### src/design/mipc_regs.vh
// register offsets, field positions, reset values and encodings of the phase sequencer
`ifndef MIPC_REGS_VH
`define MIPC_REGS_VH

// ----------------------------------------------------------------
// register byte addresses
// ----------------------------------------------------------------
`define MIPC_ADDR_CTRL 8'h00
`define MIPC_ADDR_STATUS 8'h04
`define MIPC_ADDR_LU_CTRL 8'h08
`define MIPC_ADDR_DEST_CTRL 8'h0C
`define MIPC_ADDR_COMMIT_COUNT 8'h10
`define MIPC_ADDR_EXTEND_COUNT 8'h14

// ----------------------------------------------------------------
// control register fields and reset value
// ----------------------------------------------------------------
`define MIPC_CTRL_RUN_BIT 0
`define MIPC_CTRL_RESET 32'h00000001

// ----------------------------------------------------------------
// status register fields
// ----------------------------------------------------------------
`define MIPC_STAT_PENDING_BIT 0
`define MIPC_STAT_EXTENDED_BIT 1
`define MIPC_STAT_LAST_TYPE1_BIT 2
`define MIPC_STAT_LAST_MET_BIT 3

// ----------------------------------------------------------------
// microinstruction word layout
// ----------------------------------------------------------------
`define MIPC_MW_TYPE1_BIT 15
`define MIPC_MW_LIT_DEST_HI 13
`define MIPC_MW_LIT_DEST_LO 12

// literal destinations of a constant-bearing instruction
`define MIPC_LIT_TO_SHIFT 2'h0
`define MIPC_LIT_TO_LITERAL 2'h1
`define MIPC_LIT_TO_BOTH 2'h2
`define MIPC_LIT_TO_ALT_COUNT 2'h3

// ----------------------------------------------------------------
// nanoword bit positions, bit n carries nanobit n
// ----------------------------------------------------------------
`define MIPC_N_COND_LO 1
`define MIPC_N_COND_HI 4
`define MIPC_N_SENSE 5
`define MIPC_N_LU_UNCOND 6
`define MIPC_N_EXT_UNCOND 7
`define MIPC_N_ADJ_LO 8
`define MIPC_N_ADJ_HI 10
`define MIPC_N_SUCC_T_LO 11
`define MIPC_N_SUCC_T_HI 13
`define MIPC_N_SUCC_F_LO 14
`define MIPC_N_SUCC_F_HI 16
`define MIPC_N_LU_LO 17
`define MIPC_N_LU_HI 33
`define MIPC_N_DEST_LO 34
`define MIPC_N_DEST_HI 50
`define MIPC_N_EXT_LO 51
`define MIPC_N_EXT_HI 54
`define MIPC_N_SIGN_SAVE 55

// successor code sent for a constant-bearing instruction
`define MIPC_SUCC_STEP 3'h0

`endif

### src/design/mipc_phase_ctl.v
// phase sequencer: phase 1 / phase 3 overlap, control register, deferred destination writes
//
// The register offsets and the AHB-Lite slave port were chosen for this implementation.
`timescale 1ns/1ps
`include "mipc_regs.vh"

module mipc_phase_ctl #(
  parameter MW_WIDTH = 16,
  parameter LIT_WIDTH = 12,
  parameter NW_WIDTH = 56
) (
  input wire MCLK,
  input wire SYS_RST,
  input wire CLK_EN,
  input wire [MW_WIDTH-1:0] MICRO_WORD,
  input wire [NW_WIDTH-1:0] NANO_WORD,
  input wire [15:0] COND_IN,
  output wire [8:0] NANO_ADDR,
  output reg [2:0] SUCCESSOR_SEL,
  output reg [2:0] COND_ADJUST,
  output reg COND_ADJUST_VALID,
  output reg [3:0] EXTERNAL_OPERATION,
  output reg EXTERNAL_OPERATION_VALID,
  output reg [LIT_WIDTH-1:0] LITERAL_VALUE,
  output reg LOAD_SHIFT_AMOUNT,
  output reg LOAD_LITERAL,
  output reg LOAD_ALT_COUNT,
  output reg [16:0] LU_CONTROL,
  output reg LU_ACTIVE,
  output reg [16:0] DEST_SELECT,
  output reg SIGN_SAVE,
  output wire DEST_COMMIT,
  output wire EXTENDED_EXECUTE_PHASE,
  input wire HSEL,
  input wire [31:0] HADDR,
  input wire [1:0] HTRANS,
  input wire HWRITE,
  input wire [2:0] HSIZE,
  input wire [31:0] HWDATA,
  input wire HREADY,
  output reg [31:0] HRDATA,
  output wire HREADYOUT,
  output wire HRESP
);

  // ----------------------------------------------------------------
  // decode helpers
  // ----------------------------------------------------------------
  // nanobit sense: polarity bit set means test for true
  function cond_met;
    input [15:0] conds;
    input [3:0] sel;
    input sense;
    begin
      cond_met = sense ? conds[sel] : ~conds[sel];
    end
  endfunction

  // a request is taken when it is unconditional or its test holds
  function needed;
    input uncond;
    input met;
    begin
      needed = uncond | met;
    end
  endfunction

  // an external field only issues when it is required and non-zero
  function issue;
    input req;
    input [3:0] field;
    begin
      issue = req & (field != 4'h0);
    end
  endfunction

  // one load strobe per literal destination: bit 0 shift, bit 1 literal, bit 2 alt count
  function [2:0] lit_loads;
    input [1:0] dest;
    begin
      case (dest)
        `MIPC_LIT_TO_SHIFT: begin
          lit_loads = 3'h1;
        end
        `MIPC_LIT_TO_LITERAL: begin
          lit_loads = 3'h2;
        end
        `MIPC_LIT_TO_BOTH: begin
          lit_loads = 3'h3;
        end
        default: begin
          lit_loads = 3'h4;
        end
      endcase
    end
  endfunction

  // address of each event counter: index 0 commits, index 1 extended clocks
  function [7:0] count_addr;
    input integer idx;
    begin
      if (idx == 0) begin
        count_addr = `MIPC_ADDR_COMMIT_COUNT;
      end else begin
        count_addr = `MIPC_ADDR_EXTEND_COUNT;
      end
    end
  endfunction

  // ----------------------------------------------------------------
  // state
  // ----------------------------------------------------------------
  reg run;
  reg pending;
  reg extended;
  reg last_type1;
  reg last_met;
  wire [15:0] commit_count;
  wire [15:0] extend_count;
  wire [1:0] count_event;
  wire [31:0] count_value;
  wire lit_step;
  reg bus_wr;
  reg [7:0] bus_addr;

  wire is_type1;
  wire [1:0] lit_dest;
  wire [3:0] cond_sel;
  wire met;
  wire lu_req;
  wire ext_req;
  wire [2:0] adj_field;
  wire [3:0] ext_field;
  wire step;
  wire new_phase3;
  wire addr_phase;
  wire bus_write_now;

  // ----------------------------------------------------------------
  // phase 1 decode
  // ----------------------------------------------------------------
  assign is_type1 = MICRO_WORD[`MIPC_MW_TYPE1_BIT];
  assign lit_dest = MICRO_WORD[`MIPC_MW_LIT_DEST_HI:`MIPC_MW_LIT_DEST_LO];
  assign NANO_ADDR = MICRO_WORD[8:0];
  assign cond_sel = NANO_WORD[`MIPC_N_COND_HI:`MIPC_N_COND_LO];
  assign met = cond_met(COND_IN, cond_sel, NANO_WORD[`MIPC_N_SENSE]);
  assign lu_req = is_type1 & needed(NANO_WORD[`MIPC_N_LU_UNCOND], met);
  assign ext_req = is_type1 & needed(NANO_WORD[`MIPC_N_EXT_UNCOND], met);
  assign adj_field = NANO_WORD[`MIPC_N_ADJ_HI:`MIPC_N_ADJ_LO];
  assign ext_field = NANO_WORD[`MIPC_N_EXT_HI:`MIPC_N_EXT_LO];
  assign step = run & CLK_EN;
  assign new_phase3 = step & lu_req;
  assign lit_step = step & ~is_type1;

  // the edge that ends a pending phase 3 is the one where a new one is needed
  // combinational: destinations latch on that edge with the DEST_SELECT seen now
  assign DEST_COMMIT = new_phase3 & pending;
  // pending and no new phase 3 requested this clock: the write is withheld
  assign EXTENDED_EXECUTE_PHASE = pending & ~lu_req;

  // ----------------------------------------------------------------
  // control register: logic and destination controls
  // ----------------------------------------------------------------
  always @(posedge MCLK) begin
    if (SYS_RST) begin
      LU_CONTROL <= 17'h00000;
      DEST_SELECT <= 17'h00000;
      SIGN_SAVE <= 1'b0;
      LU_ACTIVE <= 1'b0;
      pending <= 1'b0;
      extended <= 1'b0;
    end else if (new_phase3) begin
      LU_CONTROL <= NANO_WORD[`MIPC_N_LU_HI:`MIPC_N_LU_LO];
      DEST_SELECT <= NANO_WORD[`MIPC_N_DEST_HI:`MIPC_N_DEST_LO];
      SIGN_SAVE <= NANO_WORD[`MIPC_N_SIGN_SAVE];
      LU_ACTIVE <= 1'b1;
      pending <= 1'b1;
      extended <= 1'b0;
    end else if (step & pending) begin
      // controls stay put so the datapath keeps re-running the same operation
      extended <= 1'b1;
    end
  end

  // ----------------------------------------------------------------
  // successor, condition adjust and external operation
  // ----------------------------------------------------------------
  always @(posedge MCLK) begin
    if (SYS_RST) begin
      SUCCESSOR_SEL <= `MIPC_SUCC_STEP;
      COND_ADJUST <= 3'h0;
      COND_ADJUST_VALID <= 1'b0;
      EXTERNAL_OPERATION <= 4'h0;
      EXTERNAL_OPERATION_VALID <= 1'b0;
      last_type1 <= 1'b0;
      last_met <= 1'b0;
    end else if (CLK_EN) begin
      if (step) begin
        last_type1 <= is_type1;
        last_met <= met;
        if (is_type1) begin
          SUCCESSOR_SEL <= met ? NANO_WORD[`MIPC_N_SUCC_T_HI:`MIPC_N_SUCC_T_LO]
                               : NANO_WORD[`MIPC_N_SUCC_F_HI:`MIPC_N_SUCC_F_LO];
        end else begin
          SUCCESSOR_SEL <= `MIPC_SUCC_STEP;
        end
        // zero-valued selections issue nothing
        COND_ADJUST <= adj_field;
        COND_ADJUST_VALID <= issue(ext_req, {1'b0, adj_field});
        EXTERNAL_OPERATION <= ext_field;
        EXTERNAL_OPERATION_VALID <= issue(ext_req, ext_field);
      end else begin
        COND_ADJUST_VALID <= 1'b0;
        EXTERNAL_OPERATION_VALID <= 1'b0;
      end
    end
  end

  // ----------------------------------------------------------------
  // literal loads of constant-bearing words
  // ----------------------------------------------------------------
  always @(posedge MCLK) begin
    if (SYS_RST) begin
      LITERAL_VALUE <= {LIT_WIDTH{1'b0}};
      LOAD_SHIFT_AMOUNT <= 1'b0;
      LOAD_LITERAL <= 1'b0;
      LOAD_ALT_COUNT <= 1'b0;
    end else if (CLK_EN) begin
      if (lit_step) begin
        LITERAL_VALUE <= MICRO_WORD[LIT_WIDTH-1:0];
        {LOAD_ALT_COUNT, LOAD_LITERAL, LOAD_SHIFT_AMOUNT} <= lit_loads(lit_dest);
      end else begin
        {LOAD_ALT_COUNT, LOAD_LITERAL, LOAD_SHIFT_AMOUNT} <= 3'h0;
      end
    end
  end

  // ----------------------------------------------------------------
  // event counters
  // ----------------------------------------------------------------
  // a software clear in the same cycle as an event still counts the event
  assign count_event = {step & EXTENDED_EXECUTE_PHASE, DEST_COMMIT};
  assign commit_count = count_value[15:0];
  assign extend_count = count_value[31:16];

  genvar gi;
  generate
    for (gi = 0; gi < 2; gi = gi + 1) begin : g_count
      reg [15:0] value;
      wire clear;
      assign clear = bus_write_now && (bus_addr == count_addr(gi));
      assign count_value[16*gi+15:16*gi] = value;
      always @(posedge MCLK) begin
        if (SYS_RST) begin
          value <= 16'h0000;
        end else if (CLK_EN) begin
          if (clear) begin
            value <= {15'h0000, count_event[gi]};
          end else if (count_event[gi]) begin
            value <= value + 16'h0001;
          end
        end
      end
    end
  endgenerate

  // ----------------------------------------------------------------
  // AHB-Lite slave, zero wait states
  // ----------------------------------------------------------------
  assign HREADYOUT = 1'b1;
  assign HRESP = 1'b0;
  assign addr_phase = HSEL & HREADY & HTRANS[1];
  assign bus_write_now = bus_wr;

  // read data is sampled at the address phase, so a read straight after
  // a write to the same register returns the value before that write
  always @(posedge MCLK) begin
    if (SYS_RST) begin
      bus_wr <= 1'b0;
      bus_addr <= 8'h00;
      HRDATA <= 32'h00000000;
    end else if (CLK_EN) begin
      bus_wr <= addr_phase & HWRITE;
      if (addr_phase) begin
        bus_addr <= HADDR[7:0];
      end
      if (addr_phase & ~HWRITE) begin
        case (HADDR[7:0])
          `MIPC_ADDR_CTRL: begin
            HRDATA <= {31'h00000000, run};
          end
          `MIPC_ADDR_STATUS: begin
            HRDATA <= {28'h0000000, last_met, last_type1, extended, pending};
          end
          `MIPC_ADDR_LU_CTRL: begin
            HRDATA <= {14'h0000, LU_ACTIVE, LU_CONTROL};
          end
          `MIPC_ADDR_DEST_CTRL: begin
            HRDATA <= {14'h0000, SIGN_SAVE, DEST_SELECT};
          end
          `MIPC_ADDR_COMMIT_COUNT: begin
            HRDATA <= {16'h0000, commit_count};
          end
          `MIPC_ADDR_EXTEND_COUNT: begin
            HRDATA <= {16'h0000, extend_count};
          end
          default: begin
            HRDATA <= 32'h00000000;
          end
        endcase
      end
    end
  end

  always @(posedge MCLK) begin
    if (SYS_RST) begin
      // clearing run stops stepping but leaves a pending phase 3 in place
      run <= |(`MIPC_CTRL_RESET & 32'h00000001);
    end else if (CLK_EN && bus_wr && bus_addr == `MIPC_ADDR_CTRL) begin
      run <= HWDATA[`MIPC_CTRL_RUN_BIT];
    end
  end

endmodule // mipc_phase_ctl

### config.mk
export PLATFORM = sky130hd
export DESIGN_NAME = mipc_phase_ctl
export DESIGN_NICKNAME = d
export VERILOG_FILES = /design/src/design/mipc_phase_ctl.v
export VERILOG_INCLUDE_DIRS = /design/src /design/src/design
export SDC_FILE = /design/constraint.sdc
export NUM_CORES = 1
export LEC_CHECK = 0
export ABC_CLOCK_PERIOD_IN_PS = 3000
export CAP_MARGIN = 25
export CORE_ASPECT_RATIO = 1.4
export CORE_UTILIZATION = 55
export DETAILED_ROUTE_END_ITERATION = 16
export DONT_BUFFER_PORTS = 1
export PLACE_DENSITY = 0.7
export SYNTH_ARGS = -nofsm -noshare
export SYNTH_HDL_FRONTEND = slang
export SYNTH_SLANG_ARGS = --single-unit
### constraint.sdc
create_clock -name MCLK -period 3 [get_ports MCLK]
set_input_delay 0.15 -clock MCLK [delete_from_list [all_inputs] [get_ports MCLK]]
set_output_delay 0.15 -clock MCLK [all_outputs]
set_load 0.05 [all_outputs]
==> results.ini, run 1 <==
[outcome]
outcome=finished clean

[timing]
setup_tns_ns=0
worst_pin_slew_ns=0.919
slew_headroom_pct=38.5
rsz0062_at_grt=no
finalSetupViolations=0
final_hold_viol_count=0
slew_viol_final=0
post-route-min-period_ns=2.55
final.period_utilization_pct=85.1
final.setup_skew_ns=0.0121
clock.fmax_ghz=0.392

[synthesis]
yosys.area_share.simple_pct=19.2
ys_ff_latch=126
synthesis.area_mm2=0.00609
synth_top_family_by_area=simple AND/OR/NAND/NOR gates
yosysWarnings=0
synthAdderAreaFrac_pct=1.03
synthMuxAreaShare_pct=12.5
syn-mean-instance-area_um2=8.82
yosys_most_used_dff=dfxtp_1
synthXorXnorAreaFrac_pct=0.144
synth-edff-count=0
synthDistinctLibCells=54
ys_seq_area_share_pct=41.4
netlist_instances=690
async_flop_share_pct=0
synth_compound_area_share_pct=18.6

[cts]
cts_root_buffer=clkbuf_16
clk_latency_ns=0.42
clk_path_buf_depth=2
numCtsBuffers=17
postCtsResizedCells=0
htreeDepth=4
cts.sinks=126
cts_tree=yes
clk_pin_slew_ns=0.06

[place]
dp.cells=788
place.gp.congestion=0.892
io_buffers=0
dp_hpwl_mm=12.7

[setup_path]
r2r_setup_slack_ns=0.62
crit_type=input pin to flip-flop
rr_endpoint=LU_CONTROL[13]
crit_fanout=36
ff2ff_path_depth=6
end_kind=flip-flop
start_kind=input pin
critical_path_arrival_ns=2.86
reg2reg_from=run
required_ns=3.30

[pwr]
p_leak_uw=0.00283
cellPowerDensity_mw_per_mm2=608
pwr-share-clk_pct=48.1
switching_share_pct=26.6
p_sw_uw=1190
intPower_uw=3290
combPwrFrac_pct=8.9
ir_drop_mv=0.493
power_frac_seq_pct=43.0

[hold_path]
min_to=COND_ADJUST_VALID
hp-start=NANO_WORD[7]
hold_path.class=input pin to flip-flop
hold_depth=3

[final_layout]
drive_above_1_share_pct=8.14
nets=904
final_util_pct=68.1
antenna_cells=0
fillCellCount=805
instances_no_fill=890
syn2layout_area_growth_pct=20.9

[floorplanning]
core_mm2=0.0108
rows=45
dieWidth_um=90.9
die_h_um=126
die-area_mm2=0.0115
initial_core_util_pct=56.3
pin_count=271

[global_route]
grt_start_max_net_pins=111
grt.overflow.total=0
grt_pass1_wl_mm=29.1
grtUsageTotal_pct=33.0
antenna_found_initial=0
grt_pass1_vias=5527

[routing]
wirelength_mm=19.0
avgRoutedWirePerCell_um=21.3
viasPerCell=6.22
dr.first_iter.drc_count=418
drc=0
dr_total_vias=5538
drtPass1Iterations=5
drtAntennaViolNets=0

[flow_run]
maxCapViolCount=0

synthesized netlist by cell type (4+ instances only):
| master | n | area, um^2 |
|---|---|---|
| a22oi_1 | 34 | 255 |
| o21ai_0 | 18 | 90.1 |
| ha_1 | 5 | 62.6 |
| nand2_1 | 91 | 342 |
| a21oi_1 | 38 | 190 |
| inv_1 | 11 | 41.3 |
| mux2_1 | 8 | 90.1 |
| buf_4 | 25 | 188 |
| dfxtp_1 | 126 | 2520 |
| mux2i_1 | 58 | 581 |
| a31oi_1 | 12 | 75.1 |
| o311ai_0 | 5 | 43.8 |
| clkbuf_1 | 31 | 116 |
| nor4_1 | 5 | 31.3 |
| nor2_1 | 68 | 255 |
| o221ai_1 | 4 | 35.0 |
| and2_1 | 4 | 25.0 |
| nand4_1 | 4 | 25.0 |
| and3_1 | 9 | 56.3 |
| nand3_1 | 17 | 85.1 |
| or3_1 | 4 | 25.0 |
| or4_1 | 13 | 97.6 |
| o211ai_1 | 22 | 165 |
| nor3_1 | 7 | 35.0 |
| o31ai_2 | 9 | 113 |
| buf_2 | 8 | 40.0 |
repair_timing:
item	CTS	global route
hold buffers	70	0
endpoints found under the hold margin	111	0
setup buffers	0	0
per-stage QoR:
| stage | hold slack, ns | instance area [um^2] | setup WS (ns) | total power [uW] |
|---|---|---|---|---|
| floorplan | 0.286 | 6140 | 0.298 | 2250 |
| global placement | 0.229 | 6040 | 0.368 | 2230 |
| detailed placement | 0.231 | 6040 | 0.310 | 2240 |
| CTS | 0.00959 | 7360 | 0.522 | 4470 |
| global route | 0.0373 | 7360 | 0.324 | 4590 |
| finish | 0.0133 | 7360 | 0.446 | 4480 |
kinds of logic after synthesis:
logic type | Yosys count
flip-flops | 126
multiplexers | 70
other | 2
adder cells (fa/ha/maj) | 5
buffers and inverters | 80
XOR/XNOR | 1
AND/OR/NAND/NOR | 245
AO/OA/AOI/OAI | 161
critical path, stage by stage:
cell           delay [ns]
mux2_1               0.30
mux4_2               0.53
mux2i_4              0.24
nand3_2              0.17
buf_4                0.52
mux2i_1              0.26
nor2_1               0.08
dlygate4sd3_1        0.59
state kept, by name, summed over array words and instances (netlist names):
signal                    flops
COND_ADJUST                   3
COND_ADJUST_VALID             1
DEST_SELECT                  17
EXTERNAL_OPERATION            4
EXTERNAL_OPERATION_VALID      1
HRDATA                       18
LITERAL_VALUE                12
LOAD_ALT_COUNT                1
LOAD_LITERAL                  1
LOAD_SHIFT_AMOUNT             1
LU_CONTROL                   17
SIGN_SAVE                     1
SUCCESSOR_SEL                 3
bus_addr                      8
bus_wr                        1
commit_count                 16
extend_count                 16
extended                      1
last_met                      1
last_type1                    1
pending                       1
run                           1
final cells by class:
| class | instances | area, um^2 | share of cell area (%) |
|---|---|---|---|
| Timing Repair Buffer | 82 | 808 | 11.0 |
| Inverter | 11 | 41.3 | 0.561 |
| Clock buffer | 22 | 444 | 6.03 |
| Tap cell | 141 | 176 | 2.40 |
| Sequential cell | 126 | 2520 | 34.3 |
| Clock inverter | 10 | 163 | 2.21 |
| Multi-Input combinational cell | 498 | 3210 | 43.5 |
worst max path at each step:
stage / from / endpoint / slack (ns)
2_1_floorplan: NANO_WORD[1] / extend_count[10] / 0.30
3_3_place_gp: NANO_WORD[1] / extend_count[7] / 0.37
3_5_place_dp: NANO_WORD[1] / extend_count[13] / 0.31
4_1_cts: NANO_WORD[1] / LU_CONTROL[13] / 0.52
5_1_grt: NANO_WORD[1] / LU_CONTROL[13] / 0.32
6_report: NANO_WORD[1] / LU_CONTROL[13] / 0.45
power groups by stage:
stage	registers [uW]	logic, uW	clock network (uW)
floorplan	1940	310	0
global placement	1960	272	0
detailed placement	1960	281	0
CTS	1930	388	2150
global route	1930	424	2230
finish	1930	398	2150
placed cells by master (no fill, tap or decap), drive strengths merged, types with 3 or more instances in the layout:
| cell | n |
|---|---|
| a211oi | 3 |
| a21boi | 3 |
| a21oi | 38 |
| a22oi | 34 |
| a31oi | 12 |
| and2 | 4 |
| and3 | 9 |
| and4 | 3 |
| buf | 13 |
| bufinv | 4 |
| clkbuf | 22 |
| clkinv | 3 |
| conb | 16 |
| dfxtp | 126 |
| dlygate4sd3 | 69 |
| ha | 5 |
| inv | 12 |
| mux2 | 8 |
| mux2i | 60 |
| nand2 | 91 |
| nand2b | 3 |
| nand3 | 17 |
| nand4 | 5 |
| nand4b | 3 |
| nor2 | 68 |
| nor3 | 7 |
| nor3b | 3 |
| nor4 | 5 |
| o211ai | 22 |
| o21ai | 19 |
| o221ai | 4 |
| o311ai | 5 |
| o31ai | 12 |
| or2 | 3 |
| or3 | 4 |
| or4 | 13 |
layer usage:
metal  wire length [um]  part of all wire [%]  GRT usage [%]  up-vias
met5                  0                     0              0        -
met4                679                   3.6           16.1        0
met3               1930                    10           13.2       47
met2               9380                    49           58.7      297
met1               6990                    37           33.2     2632
li1                   -                     -              -     2562
Power figures use the tool's default switching activity.
==> run 2, diff against run 1 <==
--- a/config.mk
+++ b/config.mk
@@ -13,6 +13,7 @@
 export DETAILED_ROUTE_END_ITERATION = 16
 export DONT_BUFFER_PORTS = 1
 export PLACE_DENSITY = 0.7
+export REMOVE_ABC_BUFFERS = 1
 export SYNTH_ARGS = -nofsm -noshare
 export SYNTH_HDL_FRONTEND = slang
 export SYNTH_SLANG_ARGS = --single-unit
==> run 2 against run 1 <==
  * Non-clock buffer count rose by 1
  * Critical path depth stayed put
  * Core utilization down 0.39 points
  * Count of clock-buffer cells in the layout decreased by 5
  * Clock skew fell by 0.0027 ns
  * Combinational power is essentially flat
  * Clock power shrank 11%
  * Wire length shrank 4.7%
  * Design area shrank 0.58%
  * Largest cell class unchanged
==> results.ini, run 2 (synthesis gave the netlist of run 1 again) <==
[cts]
clk_latency_ns=0.42  ; about the same
clk_pin_slew_ns=0.06  ; about the same
htreeDepth=4  ; unchanged
postCtsResizedCells=0  ; unchanged
cts_tree=yes
cts_root_buffer=clkbuf_16
numCtsBuffers=17  ; unchanged
clk_path_buf_depth=2  ; unchanged
cts.sinks=126  ; unchanged

[place]
place.gp.congestion=0.834  ; -6.5%
dp.cells=786  ; -0.25%
post-place-ws_ns=0.235  ; -0.0753 ns
io_buffers=0  ; unchanged
dp_hpwl_mm=11.5  ; -9.4%

[pwr]
cellPowerDensity_mw_per_mm2=577  ; -5.1%
p_leak_uw=0.00281  ; -0.63%
ir_drop_mv=0.392  ; -20%

[setup_path]
crit_chain=mux2_1, mux4_2, mux2i_4, nand3_2, buf_4, mux2i_1, nor2_1, dlygate4sd3_1
crit_fanout=24  ; -33%
ff2ff_path_depth=6  ; unchanged
required_ns=3.30  ; about the same
crit_start=NANO_WORD[1]
critical_path_arrival_ns=2.75  ; -0.11 ns
r2r_setup_slack_ns=0.71  ; +0.09 ns
reg2reg_from=run
end_kind=flip-flop
slowest_delay_ns=0.59  ; about the same
rr_endpoint=LU_CONTROL[10]
crit_type=input pin to flip-flop
crit_slowest_cell=dlygate4sd3_1
start_kind=input pin

[routing]
drtPass1Iterations=6  ; +1
avgRoutedWirePerCell_um=20.3  ; -4.9%
dr_total_vias=5535  ; -0.054%
drc=0  ; unchanged
viasPerCell=6.21  ; -0.28%
wirelength_mm=18.1  ; -4.7%
dr.first_iter.drc_count=378  ; -9.6%
drtAntennaViolNets=0  ; unchanged

[final_layout]
drive_above_1_share_pct=8.67  ; +0.52 points
final_common_cell=dfxtp_1
reg.largest.list=HRDATA: 18 flops, DEST_SELECT: 17 flops, LU_CONTROL: 17 flops
final_util_pct=67.7  ; -0.39 points
syn2layout_area_growth_pct=20.3
nets=905  ; +0.11%
mostFrequentLayoutCells=dfxtp_1 (126), nand2_1 (91), dlygate4sd3_1 (71)
fillCellCount=860  ; +6.8%
instances_no_fill=892  ; +0.22%
regMostFlops=HRDATA
largest_reg_flops=18  ; unchanged

[global_route]
grtUsageTotal_pct=31.1  ; -1.8 points
grt.overflow.total=0  ; unchanged
antenna_found_initial=0  ; unchanged
grt_pass1_vias=5548  ; +0.38%
grt_pass1_wl_mm=27.9  ; -4.0%
grt_start_max_net_pins=111  ; unchanged

[timing]
final_hold_viol_count=0  ; unchanged
slew_viol_final=0  ; unchanged
setup_tns_ns=0  ; unchanged
worst_pin_slew_ns=0.904  ; -0.0156 ns
clock.fmax_ghz=0.408  ; +4.3%
rsz0062_at_grt=no
finalSetupViolations=0  ; unchanged
hold_slack_ns=0.0410  ; +0.0277 ns
final.setup.worst_slack_ns=0.552  ; +0.106 ns
slew_headroom_pct=39.5  ; +1.0 points
final.period_utilization_pct=81.6  ; -3.5 points
post-route-min-period_ns=2.45  ; -0.106 ns
final.setup_skew_ns=0.00938  ; -0.00271 ns

[floorplanning]
die-area_mm2=0.0115  ; unchanged
pin_count=271  ; unchanged
dieWidth_um=90.9  ; unchanged
die_h_um=126  ; unchanged
rows=45  ; unchanged
initial_core_util_pct=56.3  ; unchanged
core_mm2=0.0108  ; unchanged

[hold_path]
hold_depth=3  ; unchanged
min_to=LOAD_ALT_COUNT
hp-start=MICRO_WORD[13]
hold_path.class=input pin to flip-flop

[outcome]
outcome=finished clean

[flow_run]
maxCapViolCount=0  ; unchanged

-- run 2: cell count changes in the layout (fill, tap and decap cells not counted), sizes merged --
cell,change
buf,-1
bufinv,-4
clkbuf,-5
clkinv,+2
diode,+1
dlygate4sd3,+2
inv,+7
-- run 2: how the worst max path moves through the flow --
stage	endpoint	cells after the start
detailed placement	extend_count[15]	6
CTS	extend_count[15]	6
floorplan	commit_count[11]	6
global placement	extend_count[15]	6
finish	LU_CONTROL[10]	8
global route	LU_CONTROL[10]	8
-- run 2: metal layers --
layer | up-vias | GRT usage [%] | wire length (um)
li1 | 2570 | - | -
met2 | 291 | 55.7 | 9110
met5 | - | 0 | 0
met3 | 43 | 11.3 | 1760
met1 | 2631 | 32.7 | 6770
met4 | 0 | 13.3 | 438
-- run 2: critical path, delay by kind of cell --
kind / cells / cell delay, ns
and+or+nand+nor: 2 / 0.27
muxes: 4 / 1.32
buffers and inverters: 2 / 1.00
-- run 2: timing repair --
action	4_1_cts	5_1_grt
hold buffers	72	0
endpoints found under the hold margin	112	0
setup buffers	0	0
-- run 2: layout make-up --
type	instances	area, um^2	area share (%)
multi-input cells	498	3210	43.8
diodes	1	2.50	0.0342
flip-flops and latches	126	2520	34.5
inverters	11	41.3	0.564
repair buffers	83	821	11.2
clock buffers	17	425	5.81
well taps	141	176	2.41
clock inverters	15	124	1.69
-- run 2: where the power goes --
group | switching [uW] | internal, uW
registers | 195 | 1720
clock network | 830 | 1080
logic | 226 | 173
-- run 2: stage by stage --
stage               cell area (um^2)  total power (uW)
CTS                             7310              4230
floorplan                       5750              2170
global placement                6020              2220
detailed placement              6020              2230
finish                          7320              4230
global route                    7320              4350
==> run 3, diff against run 2 <==
--- a/config.mk
+++ b/config.mk
@@ -6,7 +6,8 @@
 export SDC_FILE = /design/constraint.sdc
 export NUM_CORES = 1
 export LEC_CHECK = 0
-export ABC_CLOCK_PERIOD_IN_PS = 3000
+export ABC_AREA = 1
+export ABC_CLOCK_PERIOD_IN_PS = 2400
 export CAP_MARGIN = 25
 export CORE_ASPECT_RATIO = 1.4
 export CORE_UTILIZATION = 55
==> constraint.sdc (replaced) <==
create_clock -name MCLK -period 2.4 [get_ports MCLK]
set_input_delay 0.12 -clock MCLK [delete_from_list [all_inputs] [get_ports MCLK]]
set_output_delay 0.12 -clock MCLK [all_outputs]
set_load 0.05 [all_outputs]
==> run 3 against run 2 <==
  * Sequential power grew 30%
  * Critical path type is now flip-flop to flip-flop
  * Count of clock-buffer cells in the layout grew 3
  * Synthesized cell count grew 32%
  * Worst setup slack lost 0.44 ns
  * Sequential share of layout area shrank 1.4 points
  * Die area grew 2.9%
==> results.ini, run 3 <==
[global_route]
grt_start_max_net_pins=96  ; -14%
antenna_found_initial=0  ; unchanged
grtUsageTotal_pct=29.8  ; -1.3 points
grt_pass1_vias=5887  ; +6.1%
grt_pass1_wl_mm=27.8  ; -0.44%
grt.overflow.total=0  ; unchanged

[routing]
avgRoutedWirePerCell_um=16.2  ; -20%
met3_length_mm=1.35  ; -23%
viasPerCell=5.62  ; -9.4%
dr_total_vias=6312  ; +14%
wirelength_mm=18.2  ; +0.45%
drc=0  ; unchanged
highest_layer=met4
drtPass1Iterations=5  ; -1
dr.first_iter.drc_count=456  ; +21%
drtAntennaViolNets=0  ; unchanged
m1WireLength_mm=6.79  ; +0.34%
met2WireLength_mm=9.51  ; +4.4%

[cts]
post_cts_buffers=0  ; unchanged
htreeDepth=4  ; unchanged
clk_path_buf_depth=2  ; unchanged
numCtsBuffers=17  ; unchanged
clk_latency_ns=0.41  ; about the same
cts.sinks=126  ; unchanged
clk_pin_slew_ns=0.06  ; about the same
cts_root_buffer=clkbuf_16
cts_tree=yes

[synthesis]
synthDistinctLibCells=36  ; -33%
synth-edff-count=0  ; unchanged
yosysWarnings=0  ; unchanged
synthMostInstantiatedCell=nand2_1
ys_ff_latch=126  ; unchanged
async_flop_share_pct=0  ; unchanged
synthesis.area_mm2=0.00626  ; +2.9%
syn-mean-instance-area_um2=6.88  ; -22%
yosysTopAreaCell=dfxtp_1
yosys_most_used_dff=dfxtp_1
ys_seq_area_share_pct=40.3  ; -1.2 points
netlist_instances=910  ; +32%
synth_common_cells=nand2_1 (136), dfxtp_1 (126), inv_1 (114)
synth_area_leaders=dfxtp_1 (40%), o21ai_0 (8.3%), nand2_1 (8.2%), inv_1 (6.8%), a21oi_1 (6.8%)
synth_top_area_share_pct=40.3  ; -1.2 points

[place]
place.gp.congestion=0.884  ; +6.0%
post-place-ws_ns=0.416  ; +0.181 ns
io_buffers=0  ; unchanged
dp_hpwl_mm=11.4  ; -0.58%

[final_layout]
mostFrequentLayoutCells=nand2_1 (135), dfxtp_1 (126), inv_1 (113)
reg.largest.list=HRDATA: 18 flops, DEST_SELECT: 17 flops, LU_CONTROL: 17 flops
nets=1135  ; +25%
final_common_cell=nand2_1
largest_reg_flops=18  ; unchanged
drive_above_1_share_pct=9.08  ; +0.41 points
fillCellCount=876  ; +1.9%
regMostFlops=HRDATA
syn2layout_area_growth_pct=21.7

[timing]
final_hold_viol_count=0  ; unchanged
hold_slack_ns=0.0180  ; -0.0230 ns
slew_viol_final=0  ; unchanged
worst_pin_slew_ns=0.702  ; -0.202 ns
finalSetupViolations=0  ; unchanged
post-route-min-period_ns=2.29
final.setup_skew_ns=0.00847  ; -0.000910 ns
rsz0062_at_grt=no
final.setup.worst_slack_ns=0.112  ; -0.439 ns
setup_tns_ns=0  ; unchanged
final.period_utilization_pct=95.3
slew_headroom_pct=52.8  ; +13 points
clock.fmax_ghz=0.437

[setup_path]
reg2reg_from=run
required_ns=2.75  ; -0.55 ns
start_kind=flip-flop
crit_start=run
crit_chain=nand2_2, nor2_4, o311ai_0, dlygate4sd3_1, a21oi_1, dlygate4sd3_1
critical_path_arrival_ns=2.64  ; -0.11 ns
rr_endpoint=COND_ADJUST_VALID
crit_type=flip-flop to flip-flop
ff2ff_path_depth=6  ; unchanged
critPathMostFrequentCell=dlygate4sd3_1
end_kind=flip-flop
crit_fanout=10  ; -58%
crit_slowest_cell=dlygate4sd3_1
slowest_delay_ns=0.61  ; +0.02 ns
r2r_setup_slack_ns=0.11  ; -0.60 ns
cp-endpoint=COND_ADJUST_VALID

[floorplanning]
dieWidth_um=92.2  ; +1.4%
initial_core_util_pct=57.0  ; +0.75 points
die-area_mm2=0.0118  ; +2.9%
die_h_um=128  ; +1.4%
rows=45  ; unchanged
pin_count=271  ; unchanged
core_mm2=0.0110  ; +1.6%

[pwr]
p_leak_uw=0.00307  ; +9.3%
ir_drop_mv=0.571  ; +46%
totalPowerFinal_uw=5580  ; +32%
cellPowerDensity_mw_per_mm2=732  ; +27%

[flow_run]
maxCapViolCount=0  ; unchanged

[hold_path]
hold_depth=3  ; unchanged
hp-start=NANO_WORD[7]
hold_path.class=input pin to flip-flop

[outcome]
outcome=finished clean

==> run 3: cell types whose count changed after synthesis, moves of 33 or more <==
cell | before | now
a21oi_1 | 38 | 85
nor2_1 | 68 | 101
o21ai_0 | 18 | 104
nand3_1 | 17 | 69
a22oi_1 | 34 | 0
nand2_1 | 91 | 136
mux2i_1 | 58 | 0
inv_1 | 11 | 114
==> run 3: layer usage <==
layer	vias up	GRT usage, %
li1	3059	-
met1	2899	33.0
met2	310	53.6
met3	44	7.30
met4	0	13.5
met5	-	0
==> run 3: logic make-up after synthesis <==
family	count (synthesis)	share of synthesized area (%)
flip-flops	126	40.3
AO/OA/AOI/OAI	224	19.0
other	2	0.120
adder cells (fa/ha/maj)	5	0.999
AND/OR/NAND/NOR	369	26.3
XOR/XNOR	2	0.280
buffers and inverters	182	13.1
==> run 3: final cells by class <==
cell class              instances  area, um^2  share of cell area (%)
inverters                     117         447                    5.86
clock buffers                  20         457                    5.99
diodes                          2        5.00                  0.0656
flip-flops and latches        126        2520                    33.1
multi-input cells             616        2990                    39.2
well taps                     141         176                    2.31
clock inverters                12         134                    1.76
repair buffers                 89         896                    11.7
==> run 3: report_power, final <==
part / leakage, uW / switching [uW] / internal, uW / total, uW
Combinational: 0.00177 / 330 / 201 / 531
Sequential: 0.00103 / 314 / 2180 / 2500
Clock: 0.000275 / 962 / 1590 / 2550
==> run 3: worst min-delay path by stage <==
stage,to
after global routing,EXTERNAL_OPERATION_VALID
final,EXTERNAL_OPERATION_VALID
after global placement,LOAD_ALT_COUNT
after floorplan,COND_ADJUST_VALID
after CTS,EXTERNAL_OPERATION_VALID
after detailed placement,SUCCESSOR_SEL[1]
==> run 3: worst max-delay path: cells and delay by family (launching register included) <==
| family | cells | cell delay [ns] |
|---|---|---|
| AOI/OAI and AO/OA | 2 | 0.31 |
| buffers and inverters | 2 | 1.18 |
| DFF | 1 | 0.36 |
| and+or+nand+nor | 2 | 0.37 |
==> run 3: through the flow <==
step / std cells / instance area, um^2 / utilization (%)
4_1_cts: 1120 / 7580 / 69.1
3_3_place_gp: 1014 / 6240 / 56.9
2_1_floorplan: 859 / 5940 / -
5_1_grt: 1121 / 7620 / 69.4
6_report: 1123 / 7620 / 69.4
3_5_place_dp: 1014 / 6240 / 56.9
==> run 3: repair_timing <==
action,CTS,global route
resized for setup,0,2
hold buffers,74,0
endpoints found under the setup margin,0,1
endpoints found under the hold margin,121,0
